### config.mk
export PLATFORM = sky130hd
export DESIGN_NAME = sbt_mem_ctrl_flat
export DESIGN_NICKNAME = d
export VERILOG_FILES = /design/src/hdl/sbt_pkg.sv /design/src/hdl/sbt_link_if.sv /design/src/hdl/sbt_mem_ctrl.sv /design/src/flat_wrapper.sv
export SDC_FILE = /design/constraint.sdc
export NUM_CORES = 1
export LEC_CHECK = 0
export ABC_CLOCK_PERIOD_IN_PS = 4150
export BUFFER_PORTS_ARGS = -buffer_cell sky130_fd_sc_hd__buf_4
export CAP_MARGIN = 20
export CORE_MARGIN = 2
export CORE_UTILIZATION = 30
export DETAILED_ROUTE_END_ITERATION = 7
export HOLD_SLACK_MARGIN = 0.1
export SLEW_MARGIN = 20
export SYNTH_ARGS = -nofsm -noshare
export SYNTH_HDL_FRONTEND = slang
export SYNTH_SLANG_ARGS = --single-unit
### constraint.sdc
create_clock -name core_clk -period 4.15 [get_ports core_clk]
set_clock_uncertainty 0.2 [all_clocks]
set_input_delay 0.83 -clock core_clk [delete_from_list [all_inputs] [get_ports core_clk]]
set_output_delay 0.83 -clock core_clk [all_outputs]
set_load 0.05 [all_outputs]
### src/hdl/sbt_pkg.sv
// Shared constants and types for the burst timing link
package sbt_pkg;

  // ==========================================================
  // Clock and timing
  localparam real CLK_NS      = 100.0;
  localparam real RTP_NS      = 7.5;
  localparam int  RTP_MIN_NCK = 4;
  localparam real RAS_NS      = 35.0;
  localparam real RP_NS       = 13.75;
  localparam real RC_NS       = 48.75;
  localparam real WR_NS       = 15.0;

  // Least time in cycles, rounded up, never below one
  function automatic int sbt_cyc(real ns);
    int c;
    c = int'($ceil(ns / CLK_NS));
    return (c < 1) ? 1 : c;
  endfunction

  localparam int RTP_CYC = (sbt_cyc(RTP_NS) > RTP_MIN_NCK) ? sbt_cyc(RTP_NS) : RTP_MIN_NCK;
  localparam int RAS_CYC = sbt_cyc(RAS_NS);
  localparam int RP_CYC  = sbt_cyc(RP_NS);
  localparam int RC_CYC  = sbt_cyc(RC_NS);
  localparam int WR_CYC  = sbt_cyc(WR_NS);
  localparam int CCD_NCK = 4;
  localparam int L8_NCK  = 4;
  localparam int L4_NCK  = 2;

  // ==========================================================
  // Sizes and address fields
  localparam int BANKS         = 8;
  localparam int PIPE_D        = 32;
  localparam int MEM_D         = 256;
  localparam int BURST_SEL_BIT = 12;
  localparam int AUTO_PRE_BIT  = 10;
  localparam int COL_LO        = 2;
  localparam int COL_HI        = 4;

  // Burst length field of mode register zero
  localparam logic [1:0] BL_FIXED8 = 2'h0;
  localparam logic [1:0] BL_OTF    = 2'h1;

  typedef enum logic [2:0] {
    SBT_CMD_NOP = 3'h0,
    SBT_CMD_ACT = 3'h1,
    SBT_CMD_RD  = 3'h2,
    SBT_CMD_WR  = 3'h3,
    SBT_CMD_PRE = 3'h4
  } sbt_cmd_type;

  // ==========================================================
  // Controller registers
  localparam logic [7:0] REG_CMD    = 8'h00;
  localparam logic [7:0] REG_STATUS = 8'h04;
  localparam logic [7:0] REG_CONFIG = 8'h08;
  localparam logic [7:0] REG_MASK   = 8'h0c;
  localparam logic [7:0] REG_DATA0  = 8'h10;
  localparam int CMD_OP_LSB     = 0;
  localparam int CMD_BANK_LSB   = 3;
  localparam int CMD_ADDR_LSB   = 6;
  localparam int CFG_BL_LSB     = 0;
  localparam int CFG_ADD_LSB    = 2;
  localparam int CFG_RCOL_LSB   = 6;
  localparam int CFG_WCOL_LSB   = 10;
  localparam int CFG_REINIT_BIT = 14;
  localparam int STAT_BUSY_BIT  = 0;
  localparam int STAT_REF_BIT   = 1;
  localparam logic [31:0] CFG_RST  = 32'h0000_1581;
  localparam logic [15:0] MASK_RST = 16'h0000;
  localparam logic [1:0] RESP_OKAY   = 2'h0;
  localparam logic [1:0] RESP_SLVERR = 2'h2;

  // Eight beats when fixed, or on the fly with the select bit high
  function automatic logic sbt_is_len8(logic [1:0] bl, logic sel);
    return (bl == BL_FIXED8) || ((bl == BL_OTF) && sel);
  endfunction

endpackage

### src/hdl/sbt_link_if.sv
// Command and data link between memory controller and burst device
`timescale 1ns/1ns
interface sbt_link_if;
  import sbt_pkg::*;

  logic        mem_reset_n;
  sbt_cmd_type cmd;
  logic [2:0]  bank;
  logic [12:0] addr;
  logic [1:0]  mode_bl;
  logic [3:0]  additive_latency;
  logic [3:0]  read_column_latency;
  logic [3:0]  write_column_latency;
  logic [31:0] wdq;
  logic [3:0]  write_byte_mask;
  logic        wstrobe;
  logic [31:0] rdq;
  logic        rstrobe;

  modport device (
    input  mem_reset_n, cmd, bank, addr, mode_bl, additive_latency,
    input  read_column_latency, write_column_latency, wdq, write_byte_mask, wstrobe,
    output rdq, rstrobe
  );

  modport ctrl (
    output mem_reset_n, cmd, bank, addr, mode_bl, additive_latency,
    output read_column_latency, write_column_latency, wdq, write_byte_mask, wstrobe,
    input  rdq, rstrobe
  );
endinterface

### src/hdl/sbt_mem_ctrl.sv
// Memory controller end: register slave, bank timing and burst transfer
`timescale 1ns/1ns
module sbt_mem_ctrl
  import sbt_pkg::*;
(
  input  wire logic        core_clk,
  input  wire logic        reset_n,
  input  wire logic [7:0]  s_axi_awaddr,
  input  wire logic        s_axi_awvalid,
  output logic             s_axi_awready,
  input  wire logic [31:0] s_axi_wdata,
  input  wire logic [3:0]  s_axi_wstrb,
  input  wire logic        s_axi_wvalid,
  output logic             s_axi_wready,
  output logic [1:0]       s_axi_bresp,
  output logic             s_axi_bvalid,
  input  wire logic        s_axi_bready,
  input  wire logic [7:0]  s_axi_araddr,
  input  wire logic        s_axi_arvalid,
  output logic             s_axi_arready,
  output logic [31:0]      s_axi_rdata,
  output logic [1:0]       s_axi_rresp,
  output logic             s_axi_rvalid,
  input  wire logic        s_axi_rready,
  sbt_link_if.ctrl         link
);

  typedef enum logic [1:0] {
    ST_IDLE  = 2'h0,
    ST_CHECK = 2'h1,
    ST_LAT   = 2'h2,
    ST_XFER  = 2'h3
  } sbt_state_type;

  // ==========================================================
  // State
  logic [7:0]    awaddr_r, araddr_r;
  logic [31:0]   wdata_r;
  logic [3:0]    wstrb_r;
  logic          awready_r, wready_r, bvalid_r, arready_r, rvalid_r;
  logic [1:0]    bresp_r, rresp_r;
  logic [31:0]   rdata_r;
  logic [31:0]   cfg_r;
  logic [15:0]   mask_r;
  logic [31:0]   data_r [0:3];
  logic          refused_r, reinit_r;
  sbt_state_type state_r, state_nxt;
  sbt_cmd_type   op_r, cmd_r;
  logic [2:0]    bank_r, cmd_bank_r;
  logic [12:0]   addr_r, cmd_addr_r;
  logic [4:0]    lat_cnt_r;
  logic [1:0]    beat_r;
  logic [31:0]   wdq_r;
  logic [3:0]    wmask_r;
  logic          wstrobe_r;
  logic [7:0]    open_r;
  logic [12:0]   row_r  [0:BANKS-1];
  logic [5:0]    ras_r  [0:BANKS-1];
  logic [5:0]    rc_r   [0:BANKS-1];
  logic [5:0]    rp_r   [0:BANKS-1];
  logic [5:0]    pblk_r [0:BANKS-1];

  function automatic logic [5:0] dec(logic [5:0] v);
    return (v == 6'h0) ? 6'h0 : v - 6'h1;
  endfunction

  function automatic logic [31:0] merge(logic [31:0] old, logic [31:0] nw, logic [3:0] s);
    logic [31:0] r;
    r = old;
    for (int i = 0; i < 4; i++) if (s[i]) r[8*i +: 8] = nw[8*i +: 8];
    return r;
  endfunction

  // ==========================================================
  // Register decode
  wire        wr_go   = !awready_r && !wready_r && !bvalid_r;
  wire [7:0]  wa      = {awaddr_r[7:2], 2'h0};
  wire        w_ok    = awaddr_r[7:5] == 3'h0;
  wire        w_cmd   = wr_go && wa == REG_CMD;
  wire        w_stat  = wr_go && wa == REG_STATUS;
  wire        w_cfg   = wr_go && wa == REG_CONFIG;
  wire        w_mask  = wr_go && wa == REG_MASK;
  wire        w_data  = wr_go && w_ok && awaddr_r[4];
  wire        busy    = state_r != ST_IDLE;
  wire        cmd_go  = w_cmd && !busy;
  wire [7:0]  ra      = {araddr_r[7:2], 2'h0};
  wire        r_ok    = araddr_r[7:5] == 3'h0;
  wire [31:0] stat_w  = {30'h0, refused_r, busy};
  wire [31:0] rd_mux  = (ra == REG_STATUS) ? stat_w :
                        (ra == REG_CONFIG) ? cfg_r :
                        (ra == REG_MASK)   ? {16'h0, mask_r} :
                        araddr_r[4]        ? data_r[araddr_r[3:2]] : 32'h0;

  // ==========================================================
  // Bank timing checks for the current bank
  wire [3:0] alat    = cfg_r[CFG_ADD_LSB +: 4];
  wire [3:0] rlat    = cfg_r[CFG_RCOL_LSB +: 4];
  wire [3:0] wlat    = cfg_r[CFG_WCOL_LSB +: 4];
  wire       op_rd   = op_r == SBT_CMD_RD;
  wire       op_wr   = op_r == SBT_CMD_WR;
  wire       op_col  = op_rd || op_wr;
  wire       len8    = sbt_is_len8(cfg_r[CFG_BL_LSB +: 2], addr_r[BURST_SEL_BIT]);
  wire [1:0] last    = len8 ? 2'(L8_NCK - 1) : 2'(L4_NCK - 1);
  wire [5:0] nclk    = len8 ? 6'(L8_NCK) : 6'(L4_NCK);
  wire       autop   = addr_r[AUTO_PRE_BIT];
  wire [4:0] lat     = op_rd ? 5'(alat) + 5'(rlat) : 5'(alat) + 5'(wlat);
  wire [5:0] pblk_v  = op_rd ? 6'(alat) + 6'(RTP_CYC) : 6'(alat) + 6'(wlat) + nclk + 6'(WR_CYC);
  wire       is_open = open_r[bank_r];
  wire       same    = row_r[bank_r] == addr_r;
  wire       chk     = state_r == ST_CHECK;
  wire       can_pre = ras_r[bank_r] == 6'h0 && pblk_r[bank_r] == 6'h0;
  wire       can_act = rp_r[bank_r] == 6'h0 && rc_r[bank_r] == 6'h0;
  wire       pre_op  = op_r == SBT_CMD_PRE;
  wire       act_op  = op_r == SBT_CMD_ACT;
  wire       do_pre  = chk && can_pre && (pre_op || (act_op && is_open && !same));
  wire       do_act  = chk && can_act && act_op && !is_open;
  wire       do_col  = chk && op_col && is_open;
  wire       bad     = chk && ((op_col && !is_open) || !(op_col || pre_op || act_op));
  wire       chk_end = do_act || (do_pre && pre_op) || bad || (chk && act_op && is_open && same);
  wire       enter_x = state_r == ST_LAT && lat_cnt_r == 5'h0;
  wire       in_x    = state_r == ST_XFER;
  wire       x_step  = in_x && (op_wr || link.rstrobe);
  wire       x_end   = x_step && beat_r == last;
  wire       next_w  = op_wr && (enter_x || (in_x && beat_r != last));
  wire [1:0] wbeat   = enter_x ? 2'h0 : beat_r + 2'h1;

  // Transfer sequencing
  always_comb begin
    state_nxt = state_r;
    unique case (state_r)
      ST_IDLE:  if (cmd_go) state_nxt = ST_CHECK;
      ST_CHECK: if (do_col) state_nxt = ST_LAT; else if (chk_end) state_nxt = ST_IDLE;
      ST_LAT:   if (lat_cnt_r == 5'h0) state_nxt = ST_XFER;
      ST_XFER:  if (x_end) state_nxt = ST_IDLE;
    endcase
  end

  // Per-bank open row and countdown timers
  for (genvar b = 0; b < BANKS; b++) begin : g_bank
    wire sel = bank_r == 3'(b);
    always_ff @(posedge core_clk or negedge reset_n) begin
      if (!reset_n) begin
        open_r[b] <= 1'b0;
        row_r[b]  <= 13'h0;
        ras_r[b]  <= 6'h0;
        rc_r[b]   <= 6'h0;
        rp_r[b]   <= 6'h0;
        pblk_r[b] <= 6'h0;
      end else if (reinit_r) begin
        open_r[b] <= 1'b0;
      end else begin
        open_r[b] <= sel && do_act ? 1'b1 : sel && (do_pre || (do_col && autop)) ? 1'b0
                   : open_r[b];
        row_r[b]  <= sel && do_act ? addr_r : row_r[b];
        ras_r[b]  <= sel && do_act ? 6'(RAS_CYC) : dec(ras_r[b]);
        rc_r[b]   <= sel && do_act ? 6'(RC_CYC) : dec(rc_r[b]);
        rp_r[b]   <= sel && do_pre ? 6'(RP_CYC) : sel && do_col && autop
                   ? pblk_v + 6'(RP_CYC) : dec(rp_r[b]);
        pblk_r[b] <= sel && do_col ? pblk_v : dec(pblk_r[b]);
      end
    end
  end

  // Command engine and link drive
  always_ff @(posedge core_clk or negedge reset_n) begin
    if (!reset_n) begin
      state_r    <= ST_IDLE;
      op_r       <= SBT_CMD_NOP;
      bank_r     <= 3'h0;
      addr_r     <= 13'h0;
      cmd_r      <= SBT_CMD_NOP;
      cmd_bank_r <= 3'h0;
      cmd_addr_r <= 13'h0;
      lat_cnt_r  <= 5'h0;
      beat_r     <= 2'h0;
      wdq_r      <= 32'h0;
      wmask_r    <= 4'h0;
      wstrobe_r  <= 1'b0;
    end else begin
      state_r    <= reinit_r ? ST_IDLE : state_nxt;
      if (cmd_go) begin
        op_r   <= sbt_cmd_type'(wdata_r[CMD_OP_LSB +: 3]);
        bank_r <= wdata_r[CMD_BANK_LSB +: 3];
        addr_r <= wdata_r[CMD_ADDR_LSB +: 13];
      end
      cmd_r      <= do_pre ? SBT_CMD_PRE : do_act ? SBT_CMD_ACT : do_col ? op_r : SBT_CMD_NOP;
      cmd_bank_r <= bank_r;
      cmd_addr_r <= addr_r;
      lat_cnt_r  <= do_col ? lat : (lat_cnt_r == 5'h0 ? 5'h0 : lat_cnt_r - 5'h1);
      beat_r     <= enter_x ? 2'h0 : x_step ? beat_r + 2'h1 : beat_r;
      wstrobe_r  <= next_w;
      wdq_r      <= next_w ? data_r[wbeat] : 32'h0;
      wmask_r    <= next_w ? mask_r[4*wbeat +: 4] : 4'h0;
    end
  end

  // AXI4-Lite handshakes
  always_ff @(posedge core_clk or negedge reset_n) begin
    if (!reset_n) begin
      awready_r <= 1'b1;
      wready_r  <= 1'b1;
      bvalid_r  <= 1'b0;
      bresp_r   <= RESP_OKAY;
      arready_r <= 1'b1;
      rvalid_r  <= 1'b0;
      rresp_r   <= RESP_OKAY;
      rdata_r   <= 32'h0;
      awaddr_r  <= 8'h0;
      araddr_r  <= 8'h0;
      wdata_r   <= 32'h0;
      wstrb_r   <= 4'h0;
    end else begin
      if (s_axi_awvalid && awready_r) begin
        awaddr_r  <= s_axi_awaddr;
        awready_r <= 1'b0;
      end
      if (s_axi_wvalid && wready_r) begin
        wdata_r  <= s_axi_wdata;
        wstrb_r  <= s_axi_wstrb;
        wready_r <= 1'b0;
      end
      if (wr_go) begin
        bvalid_r <= 1'b1;
        bresp_r  <= w_ok ? RESP_OKAY : RESP_SLVERR;
      end else if (bvalid_r && s_axi_bready) begin
        bvalid_r  <= 1'b0;
        awready_r <= 1'b1;
        wready_r  <= 1'b1;
      end
      if (s_axi_arvalid && arready_r) begin
        araddr_r  <= s_axi_araddr;
        arready_r <= 1'b0;
      end else if (!arready_r && !rvalid_r) begin
        rvalid_r <= 1'b1;
        rdata_r  <= r_ok ? rd_mux : 32'h0;
        rresp_r  <= r_ok ? RESP_OKAY : RESP_SLVERR;
      end else if (rvalid_r && s_axi_rready) begin
        rvalid_r  <= 1'b0;
        arready_r <= 1'b1;
      end
    end
  end

  // Software registers and read capture
  always_ff @(posedge core_clk or negedge reset_n) begin
    if (!reset_n) begin
      cfg_r     <= CFG_RST;
      mask_r    <= MASK_RST;
      refused_r <= 1'b0;
      reinit_r  <= 1'b0;
      for (int k = 0; k < 4; k++) data_r[k] <= 32'h0;
    end else begin
      if (w_cfg) cfg_r <= merge(cfg_r, wdata_r, wstrb_r) & 32'h0000_3fff;
      if (w_mask) mask_r <= 16'(merge({16'h0, mask_r}, wdata_r, wstrb_r));
      if (w_data) data_r[awaddr_r[3:2]] <= merge(data_r[awaddr_r[3:2]], wdata_r, wstrb_r);
      else if (in_x && op_rd && link.rstrobe) data_r[beat_r] <= link.rdq;
      // A new refusal wins over a clear in the same cycle
      if ((w_cmd && busy) || bad) refused_r <= 1'b1;
      else if (w_stat && wstrb_r[0] && wdata_r[STAT_REF_BIT]) refused_r <= 1'b0;
      reinit_r <= w_cfg && wstrb_r[1] && wdata_r[CFG_REINIT_BIT];
    end
  end

  assign s_axi_awready             = awready_r;
  assign s_axi_wready              = wready_r;
  assign s_axi_bvalid              = bvalid_r;
  assign s_axi_bresp               = bresp_r;
  assign s_axi_arready             = arready_r;
  assign s_axi_rvalid              = rvalid_r;
  assign s_axi_rresp               = rresp_r;
  assign s_axi_rdata               = rdata_r;
  assign link.mem_reset_n          = !reinit_r;
  assign link.cmd                  = cmd_r;
  assign link.bank                 = cmd_bank_r;
  assign link.addr                 = cmd_addr_r;
  assign link.mode_bl              = cfg_r[CFG_BL_LSB +: 2];
  assign link.additive_latency     = alat;
  assign link.read_column_latency  = rlat;
  assign link.write_column_latency = wlat;
  assign link.wdq                  = wdq_r;
  assign link.write_byte_mask      = wmask_r;
  assign link.wstrobe              = wstrobe_r;

endmodule // sbt_mem_ctrl

### src/flat_wrapper.sv
// flat-port wrapper written by rule: the top's interface ports become plain ports
module sbt_mem_ctrl_flat import sbt_pkg::*;
  (core_clk, reset_n, s_axi_awaddr, s_axi_awvalid, s_axi_awready, s_axi_wdata, s_axi_wstrb, s_axi_wvalid, s_axi_wready, s_axi_bresp, s_axi_bvalid, s_axi_bready, s_axi_araddr, s_axi_arvalid, s_axi_arready, s_axi_rdata, s_axi_rresp, s_axi_rvalid, s_axi_rready, link_mem_reset_n, link_cmd, link_bank, link_addr, link_mode_bl, link_additive_latency, link_read_column_latency, link_write_column_latency, link_wdq, link_write_byte_mask, link_wstrobe, link_rdq, link_rstrobe);
  sbt_link_if link_i ();
  input  wire logic core_clk;
  input  wire logic reset_n;
  input  wire logic [7:0] s_axi_awaddr;
  input  wire logic s_axi_awvalid;
  output logic s_axi_awready;
  input  wire logic [31:0] s_axi_wdata;
  input  wire logic [3:0] s_axi_wstrb;
  input  wire logic s_axi_wvalid;
  output logic s_axi_wready;
  output logic [1:0] s_axi_bresp;
  output logic s_axi_bvalid;
  input  wire logic s_axi_bready;
  input  wire logic [7:0] s_axi_araddr;
  input  wire logic s_axi_arvalid;
  output logic s_axi_arready;
  output logic [31:0] s_axi_rdata;
  output logic [1:0] s_axi_rresp;
  output logic s_axi_rvalid;
  input  wire logic s_axi_rready;
  output wire logic [$bits(link_i.mem_reset_n)-1:0] link_mem_reset_n;
  output wire logic [$bits(link_i.cmd)-1:0] link_cmd;
  output wire logic [$bits(link_i.bank)-1:0] link_bank;
  output wire logic [$bits(link_i.addr)-1:0] link_addr;
  output wire logic [$bits(link_i.mode_bl)-1:0] link_mode_bl;
  output wire logic [$bits(link_i.additive_latency)-1:0] link_additive_latency;
  output wire logic [$bits(link_i.read_column_latency)-1:0] link_read_column_latency;
  output wire logic [$bits(link_i.write_column_latency)-1:0] link_write_column_latency;
  output wire logic [$bits(link_i.wdq)-1:0] link_wdq;
  output wire logic [$bits(link_i.write_byte_mask)-1:0] link_write_byte_mask;
  output wire logic [$bits(link_i.wstrobe)-1:0] link_wstrobe;
  input wire logic [$bits(link_i.rdq)-1:0] link_rdq;
  input wire logic [$bits(link_i.rstrobe)-1:0] link_rstrobe;
  assign link_mem_reset_n = link_i.mem_reset_n;
  assign link_cmd = link_i.cmd;
  assign link_bank = link_i.bank;
  assign link_addr = link_i.addr;
  assign link_mode_bl = link_i.mode_bl;
  assign link_additive_latency = link_i.additive_latency;
  assign link_read_column_latency = link_i.read_column_latency;
  assign link_write_column_latency = link_i.write_column_latency;
  assign link_wdq = link_i.wdq;
  assign link_write_byte_mask = link_i.write_byte_mask;
  assign link_wstrobe = link_i.wstrobe;
  assign link_i.rdq = link_rdq;
  assign link_i.rstrobe = link_rstrobe;
  sbt_mem_ctrl u_core (.core_clk(core_clk), .reset_n(reset_n), .s_axi_awaddr(s_axi_awaddr), .s_axi_awvalid(s_axi_awvalid), .s_axi_awready(s_axi_awready), .s_axi_wdata(s_axi_wdata), .s_axi_wstrb(s_axi_wstrb), .s_axi_wvalid(s_axi_wvalid), .s_axi_wready(s_axi_wready), .s_axi_bresp(s_axi_bresp), .s_axi_bvalid(s_axi_bvalid), .s_axi_bready(s_axi_bready), .s_axi_araddr(s_axi_araddr), .s_axi_arvalid(s_axi_arvalid), .s_axi_arready(s_axi_arready), .s_axi_rdata(s_axi_rdata), .s_axi_rresp(s_axi_rresp), .s_axi_rvalid(s_axi_rvalid), .s_axi_rready(s_axi_rready), .link(link_i));
endmodule
Yosys cells after proc, flatten, opt, wreduce, memory -nomap -nowiden
Index checks and enable logic that the tools add are counted.
{"block": "word_totals", "register_bits": 641, "inputBits": 92}
{"block": "classes", "add_sub_neg": 41, "magnitude_cmp": 8, "eq_ne": 29, "shifts": 1, "n_mux": 181, "n_bitwise": 7, "n_reduce_logical": 185}
{"cell": "2-to-1 mux 6 bit", "count": 81}
{"cell": "2-to-1 mux 32 bit", "count": 14}
{"cell": "bitwise mux 128 bit", "count": 2}
{"cell": "2-to-1 mux 128 bit", "count": 2}
{"cell": "zero test 6 bit", "count": 36}
{"cell": "binary-select mux 32 bit (select 2 bit)", "count": 3}
{"cell": "subtractor 6 x 1 -> 6 bit, second input constant", "count": 32}
{"cell": "demux 32 bit (select 2 bit)", "count": 2}
{"cell": "logical AND 1 bit", "count": 88}
{"cell": "binary-select mux 6 bit (select 3 bit)", "count": 4}
{"cell": "2-to-1 mux 8 bit", "count": 8}
{"cell": "2-to-1 mux 1 bit", "count": 40}
{"cell": "binary-select mux 13 bit (select 3 bit)", "count": 1}
{"cell": "AND reduction 2 bit", "count": 15}
{"cell": "2-to-1 mux 13 bit", "count": 2}
{"cell": "equality test 6 x 2 -> 1 bit, second input constant", "count": 4}
{"cell": "2-to-1 mux 2 bit", "count": 12}
{"cell": "nonzero test 3 bit", "count": 8}
{"cell": "variable part select 16 x 5 -> 4 bit", "count": 1}
{"cell": "adder 4 x 4 -> 5 bit", "count": 3}
{"cell": "equality test 3 bit, second input constant", "count": 5}
{"cell": "2-to-1 mux 5 bit", "count": 3}
{"cell": "nonzero test 2 bit", "count": 7}
{"cell": "equality test 13 bit", "count": 1}
{"cell": "34 further kinds", "count": 78}

Logic depth before layout (Yosys ltp)
Gate-level depths: netlist of the first run.
{"block": "depth", "word_depth": 17, "mapped_depth": 14}

Worst setup path after synthesis of the first run
Ideal clock, no wire load.
{"block": "synth_path", "path_kind": "register -> register", "startpoint": "reg u_core.cfg_r[2]", "endpoint": "reg u_core.rp_r[40] (netlist bit)", "arrival_ps": 3607, "setup_slack_ps": 257, "stages_incl_launch_ff": 15, "n_path_buf": 1, "period_less_slack_ps": 3893, "cell_sequence": "dfrtp_1 ha_1 fa_1 xnor2_1 inv_1 ha_1 a21oi_1 xnor3_1 o21ai_0 clkbuf_1 nand3_1 xor2_1 o2bb2ai_1 o21ai_0 o211ai_1"}
{"block": "synth_via", "elab_chain_cells": 7, "elab_cells_between_ends": 8, "classes_between": "5 x add/sub; 3 x mux"}
{"item": "start: declaration", "line": "sbt_mem_ctrl.sv:43", "rtl": "logic [31:0] cfg_r;"}
{"item": "start signal: assignment", "line": "sbt_mem_ctrl.sv:253", "rtl": "if (w_cfg) cfg_r <= merge(cfg_r, wdata_r, wstrb_r) & 32'h0000_3fff;"}
{"item": "adder 4 x 4 -> 5 bit", "line": "sbt_mem_ctrl.sv:107", "rtl": "wire [5:0] pblk_v = op_rd ? 6'(alat) + 6'(RTP_CYC) : 6'(alat) + 6'(wlat) + nclk + 6'(WR_CYC);"}
{"item": "adder 6 bit", "line": "sbt_mem_ctrl.sv:107"}
{"item": "adder 6 x 1 -> 6 bit", "line": "sbt_mem_ctrl.sv:107"}
{"item": "2-to-1 mux 6 bit (*)", "line": "sbt_mem_ctrl.sv:107"}
{"item": "adder 6 x 1 -> 6 bit (*)", "line": "sbt_mem_ctrl.sv:158", "rtl": "? pblk_v + 6'(RP_CYC) : dec(rp_r[b]);"}
{"item": "2-to-1 mux 6 bit (*)", "line": "sbt_mem_ctrl.sv:158"}
{"item": "2-to-1 mux 6 bit (*)", "line": "sbt_mem_ctrl.sv:157", "rtl": "rp_r[b] <= sel && do_pre ? 6'(RP_CYC) : sel && do_col && autop"}
{"item": "end signal: indexed assignment", "line": "sbt_mem_ctrl.sv:157"}
{"item": "end: declaration", "line": "sbt_mem_ctrl.sv:60", "rtl": "logic [5:0] rp_r [0:BANKS-1];"}
Every way passes the cells marked *; elsewhere a longest branch is shown, timed or not.
A chain may end at the register's enable or synchronous reset.

Worst setup path in the final report of the first run
{"block": "layout_path", "startpoint": "reg u_core.bank_r[1]", "endpoint": "reg u_core.row_r[7] (netlist bit)"}
{"block": "layout_via", "elab_chain_cells": 11, "elab_cells_between_ends": 19, "classes_between": "1 x eq/ne; 8 x mux; 1 x bitwise; 9 x reduce/logical"}
{"item": "start: declaration", "line": "sbt_mem_ctrl.sv:49", "rtl": "logic [2:0] bank_r, cmd_bank_r;"}
{"item": "start signal: assignment", "line": "sbt_mem_ctrl.sv:183", "rtl": "bank_r <= wdata_r[CMD_BANK_LSB +: 3];"}
{"item": "inverter 3 -> 4 bit (implied by the code)", "line": "sbt_mem_ctrl.sv:112", "rtl": "wire can_act = rp_r[bank_r] == 6'h0 && rc_r[bank_r] == 6'h0;"}
{"item": "binary-select mux 6 bit (select 3 bit)", "line": "sbt_mem_ctrl.sv:112"}
{"item": "2-to-1 mux 6 bit (implied by the code) (2 in series)", "line": "sbt_mem_ctrl.sv:112"}
{"item": "zero test 6 bit", "line": "sbt_mem_ctrl.sv:112"}
{"item": "logical AND 1 bit", "line": "sbt_mem_ctrl.sv:112"}
{"item": "logical AND 1 bit (3 in series)", "line": "sbt_mem_ctrl.sv:116", "rtl": "wire do_act = chk && can_act && act_op && !is_open;"}
{"item": "logical AND 1 bit (*)", "line": "sbt_mem_ctrl.sv:154", "rtl": "row_r[b] <= sel && do_act ? addr_r : row_r[b];"}
{"item": "AND reduction 2 bit (no line) (*)"}
{"item": "end signal: indexed assignment", "line": "sbt_mem_ctrl.sv:154"}
{"item": "end: declaration", "line": "sbt_mem_ctrl.sv:57", "rtl": "logic [12:0] row_r [0:BANKS-1];"}
Every way passes the cells marked *; elsewhere a longest branch is shown, timed or not. The select of a mux whose other input is x is not followed.

==> results of run 1 <==
==> kinds of logic after synthesis <==
family                   count (synthesis)  synth area share (%)
AO/OA/AOI/OAI                          839                  17.2
AND/OR/NAND/NOR                        824                  11.7
flip-flops                             635                  47.4
multiplexers                           387                  15.0
buffers and inverters                  343                  3.98
adder cells (fa/ha/maj)                 84                  3.20
XOR/XNOR                                58                  1.55
other                                    1                0.0112
==> worst max-delay path, stage by stage, from the launching register on <==
cell,delay [ns]
dfrtp_4,0.66
or4_1,0.56
or4_1,0.48
a21oi_1,0.22
o21a_1,0.20
o21ai_1,0.26
buf_4,0.26
nor3_2,0.23
buf_4,0.32
mux2_2,0.37
==> power by group <==
part | switching (µW) | total [µW] | internal [µW]
logic | 6690 | 11700 | 4980
registers | 2430 | 10500 | 8110
clock network | 2810 | 7170 | 4360
total | 11900 | 29400 | 17500
==> worst paths after layout <==
path,startpoint,cells after the start,endpoint,slack (ns)
min in group asynchronous,reset_n,2,u_core.ras_r[1]$_DFFE_PN0N_,0.48
min,s_axi_wvalid,2,u_core.s_axi_wready$_DFF_PN1_,0.14
max,u_core.bank_r[1]$_DFFE_PN0P_,9,u_core.row_r[7]$_DFFE_PN0P_,0.23
max reg2reg,u_core.bank_r[1]$_DFFE_PN0P_,9,u_core.row_r[7]$_DFFE_PN0P_,0.23
min reg2reg,u_core.ras_r[34]$_DFFE_PN0N_,1,u_core.ras_r[34]$_DFFE_PN0N_,0.28
max in group asynchronous,reset_n,4,u_core.data_r[2]$_DFFE_PN0P_,2.02
==> metal layers <==
| metal | wire (µm) | global-route usage (%) |
|---|---|---|
| met5 | 30 | 0 |
| met4 | 2920 | 5.75 |
| met3 | 7890 | 3.54 |
| met2 | 50000 | 29.6 |
| met1 | 45500 | 24.5 |
==> registers in the layout, summed over array words and instances (netlist names), 4 cells and up <==
register / flops
u_core.araddr_r: 6
u_core.link.addr: 13
u_core.link.write_byte_mask: 4
u_core.ras_r: 48
u_core.wstrb_r: 4
u_core.pblk_r: 48
u_core.rc_r: 48
u_core.open_r: 8
u_core.awaddr_r: 6
u_core.addr_r: 13
u_core.row_r: 104
u_core.s_axi_rdata: 32
u_core.lat_cnt_r: 5
u_core.wdata_r: 32
u_core.cfg_r: 14
u_core.link.wdq: 32
u_core.rp_r: 48
u_core.mask_r: 16
u_core.data_r: 128
==> metrics by stage <==
step	util [%]	power, µW	area [µm²]
floorplan	-	17800	33600
global placement	33.7	21900	37300
detailed placement	33.7	22100	37300
CTS	36.1	29400	40000
global route	36.1	31200	40000
finish	36.1	29400	40000
==> area by class of cell <==
| class | count | area [µm²] |
|---|---|---|
| Fill cell | 11100 | 70800 |
| Multi-Input combinational cell | 2194 | 16400 |
| Sequential cell | 635 | 15900 |
| Timing Repair Buffer | 338 | 2690 |
| Clock buffer | 107 | 2180 |
| Tap cell | 1488 | 1860 |
| Inverter | 137 | 514 |
| Clock inverter | 31 | 493 |
==> repair_timing <==
item	in CTS	in global routing
hold buffers	3	0
endpoints found under the hold margin	24	0
gates resized for setup	0	2
endpoints found under the setup margin	0	9
==> cells in the mapped netlist (all sizes together), types with 81 or more instances <==
library cell  count  area share [%]
ha               81             3.0
inv             136             1.5
o21ai           219             3.3
a211oi           88             2.0
nor3            111             1.8
dfrtp           627              47
nor2            286             3.2
clkbuf          163             1.8
nand2           185             2.1
a221o           128             3.8
a21oi           148             2.2
mux2i           111             3.3
mux2            204             6.8
==> placed cells by master, fill, tap and decap left out, types with 48 or more instances in the layout <==
master | synthesis | layout
mux2i_1 | 111 | 111
a21oi_1 | 147 | 145
o21ai_0 | 210 | 207
inv_1 | 136 | 135
ha_1 | 81 | 81
nor3_1 | 104 | 104
nor2_1 | 282 | 282
clkbuf_16 | 0 | 76
dfrtp_1 | 627 | 619
mux2_2 | 204 | 204
buf_4 | 5 | 323
a221o_1 | 128 | 128
mux4_2 | 72 | 72
nor2b_1 | 50 | 48
o22ai_1 | 48 | 48
a211oi_1 | 88 | 88
nand2_1 | 185 | 183
==> summary.md, run 1 <==
| Metric | Value |
|---|---|
| Outcome | completed |
| Worst VDD drop | 744 µV |
| Die H | 338 µm |
| Final hold vios | 0 |
| Ys flop type | dfrtp_1 |
| Setup repair after global routing missed its margin | no |
| Final net count | 3558 |
| Core area | 111000 µm² |
| Worst hold margin | 0.138 ns |
| CP Capture Type | flop |
| Setup ws final | 0.230 ns |
| Placed cells | 4789 |
| Largest net degree at the start of global routing | 108 |
| Max_slew headroom | 32.0% |
| Clock Path Buffers | 3 |
| Postcts setup bufs | 0 |
| Initial antenna violation count | 3 |
| CTS tree | built |
| Critical path class | flop to flop |
| Root Driver | clkbuf_16 |
| Worst-path clk slew | 0.06 ns |
| PwrDens | 734 nW/µm² |
| Worst Path Required | 4.47 ns |
| # setup viols final | 0 |
| Tmin final | 3.92 ns |
| Row cnt | 122 |
| Vias in the first global route | 26700 |
| Critical path launch point type | flop |
| # DRC | 0 |
| Clk_lat worst skew | 0.65 ns |
| DRT Wirelength | 106000 µm |
| First-pass GRT wire length | 165000 µm |
| Wirelength per Cell | 21.6 µm |
| Vias/cell | 5.46 |
| Setup TNS | 0 ns |
| Syn Area/Cell | 10.6 µm² |
| Maxcap violations | 0 |
| Netlist Area Pre-Place | 33600 µm² |
| ANT cells | 0 |
| Sequential share of the synthesized area | 47.4% |
| Finished Layout Cells | 4930 |
| Max Clk Rate | 0.255 GHz |
| GP Congestion | 0.868 |
| Share of cells above drive strength 1 | 22.8% |
| Seq cells post-synth | 635 |
| Async S/R FF share, synth | 100% |
| # port buffers | 197 |
| CTS H-tree depth | 3 |
| IO Pins | 204 |
| Sink Count | 635 |
| Drt pass-1 iters | 6 |
| Pleak | 0.0177 µW |
| Worst EP arrival | 4.24 ns |
| Post-synth cell types | 77 |
| Area growth from synthesis to layout | 19.3% |
| Number of DRC markers in iteration 0 | 2378 |
| Post-synth EDFFs | 0 |
| Vias post-DR | 26900 |
| Die extent in x | 338 µm |
| Crit-path max FO | 28 |
| Ys Warns | 0 |
| Fin crit share | 94.4% |
| GRT overflow | 0 |
| Total global-route track usage | 18.2% |
| Final Max Tran Viols | 0 |
| Gate Count Post-Synth | 3171 |
| CTS Buf Count | 76 |
| HP Class | input pin to flop |
| Die Area | 115000 µm² |
| Final HPWL DP | 70600 µm |
| Slew @ Worst Pin | 1.02 ns |
| Initial Utilization | 30.3% |
| Placement Setup Slack | 0.0241 ns |
| ANT nets after route | 0 |
(Power assumes the default switching activity.)
==> run 2: changes to the inputs <==
--- a/config.mk
+++ b/config.mk
@@ -5,10 +5,10 @@
 export SDC_FILE = /design/constraint.sdc
 export NUM_CORES = 1
 export LEC_CHECK = 0
-export ABC_CLOCK_PERIOD_IN_PS = 4150
+export ABC_CLOCK_PERIOD_IN_PS = 3400
 export BUFFER_PORTS_ARGS = -buffer_cell sky130_fd_sc_hd__buf_4
 export CAP_MARGIN = 20
-export CORE_MARGIN = 2
+export CORE_ASPECT_RATIO = 1.4
 export CORE_UTILIZATION = 30
 export DETAILED_ROUTE_END_ITERATION = 7
 export HOLD_SLACK_MARGIN = 0.1
==> constraint.sdc (replaced) <==
create_clock -name core_clk -period 3.4 [get_ports core_clk]
set_clock_uncertainty 0.2 [all_clocks]
set_input_delay 0.68 -clock core_clk [delete_from_list [all_inputs] [get_ports core_clk]]
set_output_delay 0.68 -clock core_clk [all_outputs]
set_load 0.05 [all_outputs]
==> run 2 against run 1 <==
Net effect:
- worst hold slack worse by 0.019 ns
- global-route usage increased by 1.7 points
- worst setup slack worse by 0.21 ns
- critical path depth increased by 4
- first-iteration DRC count down 9.6%
- fmax up 16%
- flip-flop and latch count did not move
- via count increased by 3.9%
- combinational power up 36%
- largest power group unchanged
==> summary.md, run 2 (synthesis results as in run 1) <==
| Metric | Value |
|---|---|
| GRT overflow | 0 (unchanged) |
| Core area | 110000 µm² (-0.34%) |
| Critical path class | flop to flop |
| # setup viols final | 0 (unchanged) |
| Sink Count | 635 (unchanged) |
| Share of cells above drive strength 1 | 26.3% (+3.5 points) |
| Worst-path clk slew | 0.06 ns (about the same) |
| Vias/cell | 5.49 (+0.59%) |
| Setup ws final | 0.0177 ns (-0.213 ns) |
| Vias post-DR | 28000 (+3.9%) |
| Fin crit share | 99.5% (+5.0 points) |
| Wirelength per Cell | 22.5 µm (+4.2%) |
| Final HPWL DP | 79000 µm (+12%) |
| End-of-flow core utilization | 38.1% (+2.0 points) |
| Worst Path Required | 3.69 ns (-0.78 ns) |
| Commonest cells after routing, fill and taps aside | dfrtp_1, buf_4, nor2_1, mux2_2, o21ai_0 |
| Worst VDD drop | 1050 µV (+42%) |
| Die Area | 113000 µm² (-1.2%) |
| Final Max Tran Viols | 0 (unchanged) |
| Max Clk Rate | 0.296 GHz (+16%) |
| Slew @ Worst Pin | 1.11 ns (+0.0927 ns) |
| Pleak | 0.0186 µW (+5.5%) |
| Setup repair after global routing missed its margin | yes |
| ANT nets after route | 0 (unchanged) |
| Critical path launch point type | flop |
| Leading registers by flop count | u_core.data_r: 128 flops, u_core.row_r: 104 flops |
| IO Pins | 204 (unchanged) |
| Tmin final | 3.38 ns (-0.537 ns) |
| Number of flip-flops in the largest register | 128 (unchanged) |
| Die extent in x | 285 µm (-16%) |
| Die H | 398 µm (+18%) |
| Placed cells | 4888 (+2.1%) |
| CTS tree | built |
| Largest net degree at the start of global routing | 99 (-8.3%) |
| PwrDens | 869 nW/µm² (+18%) |
| Number of DRC markers in iteration 0 | 2150 (-9.6%) |
| Final net count | 3751 (+5.4%) |
| Finished Layout Cells | 5094 (+3.3%) |
| Maxcap violations | 0 (unchanged) |
| Clock Path Buffers | 3 (unchanged) |
| Outcome | completed |
| Crit-path max FO | 8 (-71%) |
| CTS Buf Count | 69 (-9.2%) |
| Area growth from synthesis to layout | 25.3% |
| Worst hold margin | 0.119 ns (-0.0191 ns) |
| Most common cell after layout, fill and taps aside | dfrtp_1 |
| GP Congestion | 0.885 (+1.9%) |
| Largest Register | u_core.data_r |
| Row cnt | 144 (+18%) |
| HP Class | input pin to flop |
| Vias in the first global route | 28200 (+5.3%) |
| DRT Wirelength | 114000 µm (+7.7%) |
| # DRC | 0 (unchanged) |
| Placement Setup Slack | -0.309 ns (-0.334 ns) |
| # port buffers | 197 (unchanged) |
| Final hold vios | 0 (unchanged) |
| Initial Utilization | 30.4% (+0.10 points) |
| Total global-route track usage | 19.9% (+1.7 points) |
| Drt pass-1 iters | 5 (-1) |
| First-pass GRT wire length | 174000 µm (+5.5%) |
| Initial antenna violation count | 4 (+1) |
| CP Capture Type | flop |
| CTS H-tree depth | 3 (unchanged) |
| Root Driver | clkbuf_16 |
| Max_slew headroom | 25.4% (-6.5 points) |
| Clk_lat worst skew | 0.63 ns (-0.02 ns) |
| Worst EP arrival | 3.67 ns (-0.57 ns) |
[run 2: routing by layer]
metal	GRT usage (%)	vias up	wire length, µm
li1	-	12600	-
met5	0	-	0
met2	33.8	1096	56300
met3	3.34	238	7710
met4	9.71	0	5000
met1	24.5	14100	45400
[run 2: power breakdown]
group	internal [µW]	total [µW]	switching [µW]
sequential	9900	12700	2830
combinational	7020	15900	8880
clock	4660	7920	3260
total	21600	36500	15000
[run 2: cell type report]
type | count | area (µm²)
diodes | 3 | 7.51
multi-input cells | 2195 | 16800
flip-flops and latches | 635 | 15900
fillers | 10700 | 68400
inverters | 137 | 514
repair buffers | 537 | 4680
well taps | 1460 | 1830
clock inverters | 17 | 235
clock buffers | 110 | 2110
[run 2: repair_timing]
item,4_1_cts,5_1_grt
endpoints found under the setup margin,71,145
cloned,1,1
gates resized for setup,18,60
hold buffers,69,0
pin swaps,4,17
setup buffers,1,6
endpoints found under the hold margin,133,0
[run 2: final timing paths]
| path | from | to | slack, ns | cells after the start |
|---|---|---|---|---|
| max | u_core.cfg_r[10]$_DFFE_PN1P_ | u_core.rp_r[40]$_DFFE_PN0N_ | 0.02 | 13 |
| min | s_axi_wstrb[0] | u_core.wstrb_r[0]$_DFFE_PN0P_ | 0.12 | 2 |
| max reg2reg | u_core.cfg_r[10]$_DFFE_PN1P_ | u_core.rp_r[40]$_DFFE_PN0N_ | 0.02 | 13 |
| min reg2reg | u_core.ras_r[22]$_DFFE_PN0N_ | u_core.ras_r[22]$_DFFE_PN0N_ | 0.28 | 1 |
| max in group asynchronous | reset_n | u_core.araddr_r[3]$_DFFE_PN0P_ | 1.62 | 3 |
| min in group asynchronous | reset_n | u_core.ras_r[6]$_DFFE_PN0N_ | 0.41 | 2 |
[run 2: critical path, stage by stage, from the launching register on]
cell       delay, ns
dfstp_4         0.48
ha_4            0.17
fa_2            0.62
ha_4            0.21
a21o_1          0.16
a21oi_2         0.16
xnor3_1         0.27
o21ai_4         0.23
nand3_4         0.13
xor2_4          0.20
buf_12          0.15
o2bb2ai_2       0.11
o21ai_1         0.07
o211ai_1        0.09
[run 2: through the flow]
step	TNS, ns	power (µW)	instance area [µm²]
3_5_place_dp	-7.43	28200	38600
2_1_floorplan	0	22100	33700
5_1_grt	-1.43	38700	42100
6_report	0	36500	42100
4_1_cts	0	36400	41700
3_3_place_gp	-8.97	27900	38600
==> run 3: changes to the inputs <==
--- a/config.mk
+++ b/config.mk
@@ -9,9 +9,10 @@
 export BUFFER_PORTS_ARGS = -buffer_cell sky130_fd_sc_hd__buf_4
 export CAP_MARGIN = 20
 export CORE_ASPECT_RATIO = 1.4
-export CORE_UTILIZATION = 30
+export CORE_UTILIZATION = 55
 export DETAILED_ROUTE_END_ITERATION = 7
 export HOLD_SLACK_MARGIN = 0.1
+export PLACE_DENSITY = 0.76
 export SLEW_MARGIN = 20
 export SYNTH_ARGS = -nofsm -noshare
 export SYNTH_HDL_FRONTEND = slang
==> run 3 against run 2 <==
Net effect:
- the flow now finishes with violations (setup timing)
- combinational power hardly changed
- global-route usage is 15 points higher
- sequential share of layout area up 0.81 points
- routed wire length fell by 4.7%
- via count up 5.0%
- cell count is 13% lower
- count of clock-buffer cells in the layout down 36
- flip-flop and latch count is the same
- total power is 1.8% lower
- critical path type unchanged
- critical endpoint is now u_core.open_r[5]$_DFFE_PN0P_
- highest routed layer unchanged
==> summary.md, run 3 (synthesis results as in run 1) <==
| Metric | Value |
|---|---|
| Die extent in x | 211 µm (-26%) |
| Path depth of the worst reg2reg path | 11 (-2) |
| Clk_lat worst skew | 0.65 ns (+0.02 ns) |
| CP Capture Type | flop |
| CTS H-tree depth | 2 (-1) |
| Setup ws final | -0.148 ns (-0.166 ns) |
| # port buffers | 197 (unchanged) |
| Crit-path max FO | 6 (-2) |
| Sink Count | 635 (unchanged) |
| PwrDens | 872 nW/µm² (+0.35%) |
| Area growth from synthesis to layout | 22.7% |
| Clock share of power | 19.4% (-2.3 points) |
| Worst EP arrival | 3.80 ns (+0.13 ns) |
| Die H | 294 µm (-26%) |
| Met2 WL | 55200 µm (-1.9%) |
| Vias/cell | 6.63 (+21%) |
| GP Congestion | 0.897 (+1.4%) |
| Internal power | 20800 µW (-3.7%) |
| ANT nets after route | 0 (unchanged) |
| DRT Wirelength | 109000 µm (-4.7%) |
| GRT overflow | 0 (unchanged) |
| Wirelength per Cell | 24.6 µm (+9.6%) |
| Initial Utilization | 55.9% (+25 points) |
| Tmin final | 3.55 ns (+0.166 ns) |
| Critical path launch point type | flop |
| WHS Path Cells | 2 (unchanged) |
| Total global-route track usage | 34.8% (+15 points) |
| Placement Setup Slack | -0.104 ns (+0.206 ns) |
| Drt pass-1 iters | 8 (+3) |
| Die Area | 62000 µm² (-45%) |
| M1 WL | 37400 µm (-18%) |
| Outcome | finished with violations |
| Final Max Tran Viols | 0 (unchanged) |
| HP Class | input pin to flop |
| Vias post-DR | 29400 (+5.0%) |
| Row cnt | 106 (-26%) |
| Share of cells above drive strength 1 | 26.4% (+0.12 points) |
| CTS Buf Count | 59 (-14%) |
| Leading registers by flop count | u_core.data_r: 128 flops, u_core.row_r: 104 flops |
| End-of-flow core utilization | 68.5% (+30 points) |
| FILL cells | 4219 (-61%) |
| # setup viols final | 19 (+19) |
| Final net count | 3750 (-0.027%) |
| Maxcap violations | 0 (unchanged) |
| Core area | 60100 µm² (-46%) |
| Max Clk Rate | 0.282 GHz (-4.7%) |
| Routed wl met3 | 8530 µm (+11%) |
| Largest net degree at the start of global routing | 79 (-20%) |
| Setup repair after global routing missed its margin | yes |
| Max_slew headroom | 39.1% (+14 points) |
| CTS tree | built |
| # DRC | 0 (unchanged) |
| Number of DRC markers in iteration 0 | 2755 (+28%) |
| Top Metal Used | met4 |
| Pleak | 0.0185 µW (-0.61%) |
| Worst VDD drop | 866 µV (-18%) |
| ANT cells | 0 (-3) |
| Switching Power | 15100 µW (+1.0%) |
| Initial antenna violation count | 0 (-4) |
| IO Pins | 204 (unchanged) |
| First-pass GRT wire length | 168000 µm (-3.4%) |
| Largest Register | u_core.data_r |
| Commonest cells after routing, fill and taps aside | dfrtp_1, buf_4, nor2_1, mux2_2, nand2_1 |
| Fin crit share | 104% (+4.9 points) |
| Final HPWL DP | 70700 µm (-11%) |
| Critical path class | flop to flop |
| Clock Path Buffers | 3 (unchanged) |
| Number of flip-flops in the largest register | 128 (unchanged) |
| Root Driver | clkbuf_16 |
| Failing checks | setup timing |
| Gate power share | 45.0% (+1.5 points) |
| Vias in the first global route | 30500 (+8.5%) |
| Net Sw Frac | 42.1% (+1.2 points) |
| Slew @ Worst Pin | 0.913 ns (-0.201 ns) |
| Worst Path Required | 3.66 ns (-0.03 ns) |
| Final hold vios | 0 (unchanged) |
| Power share of the sequential group | 35.6% (+0.8 points) |
| Worst-path clk slew | 0.07 ns (about the same) |
| Most common cell after layout, fill and taps aside | dfrtp_1 |
==> run 3: cell count changes in the layout (fill, tap and decap cells not counted), sizes merged, moves of 4 or more <==
| cell | previous run | this run |
|---|---|---|
| buf | 467 | 456 |
| clkbuf | 111 | 77 |
| clkinv | 9 | 24 |
| clkinvlp | 1 | 5 |
| dlygate4sd3 | 69 | 88 |
==> run 3: stage by stage <==
step	hold slack [ns]	instances	setup TNS (ns)	cell area, µm²	total power, µW
final	0.125	4432	-0.502	41200	35900
after global routing	0.123	4432	-2.63	41200	37600
after CTS	0.106	4412	-0.353	40600	35000
after detailed placement	0.273	4213	-0.599	37600	27800
after global placement	0.258	4213	-0.0858	37600	26900
after floorplan	0.152	3172	0	33700	22100
==> run 3: path summary, 6_finish.rpt <==
kind,endpoint,from,slack [ns]
min,u_core.data_r[26]$_DFFE_PN0P_,link_rdq[26],0.12
max in group asynchronous,u_core.rp_r[31]$_DFFE_PN0N_,reset_n,1.58
min in group asynchronous,u_core.link.addr[8]$_DFF_PN0_,reset_n,0.49
max reg2reg,u_core.open_r[5]$_DFFE_PN0P_,u_core.pblk_r[36]$_DFFE_PN0N_,-0.15
min reg2reg,u_core.ras_r[34]$_DFFE_PN0N_,u_core.ras_r[34]$_DFFE_PN0N_,0.28
max,u_core.open_r[5]$_DFFE_PN0P_,u_core.pblk_r[36]$_DFFE_PN0N_,-0.15
==> run 3: power groups by stage <==
stage	clock network (µW)	logic, µW	registers [µW]
after floorplan	0	9940	12100
after global placement	0	14400	12500
after detailed placement	0	15100	12700
after CTS	7010	15400	12600
after global routing	7310	17300	13000
final	6960	16100	12800
==> run 3: area by class of cell <==
cell class	instances	area (µm²)	share of cell area, %
clock buffers	74	1600	3.89
clock inverters	35	407	0.987
inverters	137	514	1.25
multi-input cells	2194	16900	41.0
flip-flops and latches	635	15900	38.7
well taps	810	1010	2.46
repair buffers	547	4840	11.8
==> run 3: worst max-delay path, stage by stage (launching register included) <==
cell	delay [ns]
dfrtp_1	0.38
or4_4	0.54
or4_4	0.46
a21oi_4	0.16
nor4_4	0.06
or4b_4	0.54
a21oi_4	0.18
nor2_4	0.08
buf_12	0.15
buf_6	0.13
a22oi_1	0.29
o32ai_1	0.17
==> run 3: routing by layer <==
metal | global-route usage [%] | up-vias
met2 | 60.5 | 1667
met3 | 6.07 | 513
met5 | 0 | -
li1 | - | 12500
met1 | 39.1 | 14600
met4 | 23.0 | 0
==> run 3: what timing repair did <==
item	CTS	global route
setup buffers	1	19
hold endpoints to repair	219	0
hold buffers	88	0
pin swaps	8	35
resized for setup	33	98
endpoints found under the setup margin	82	180
gates cloned	1	3
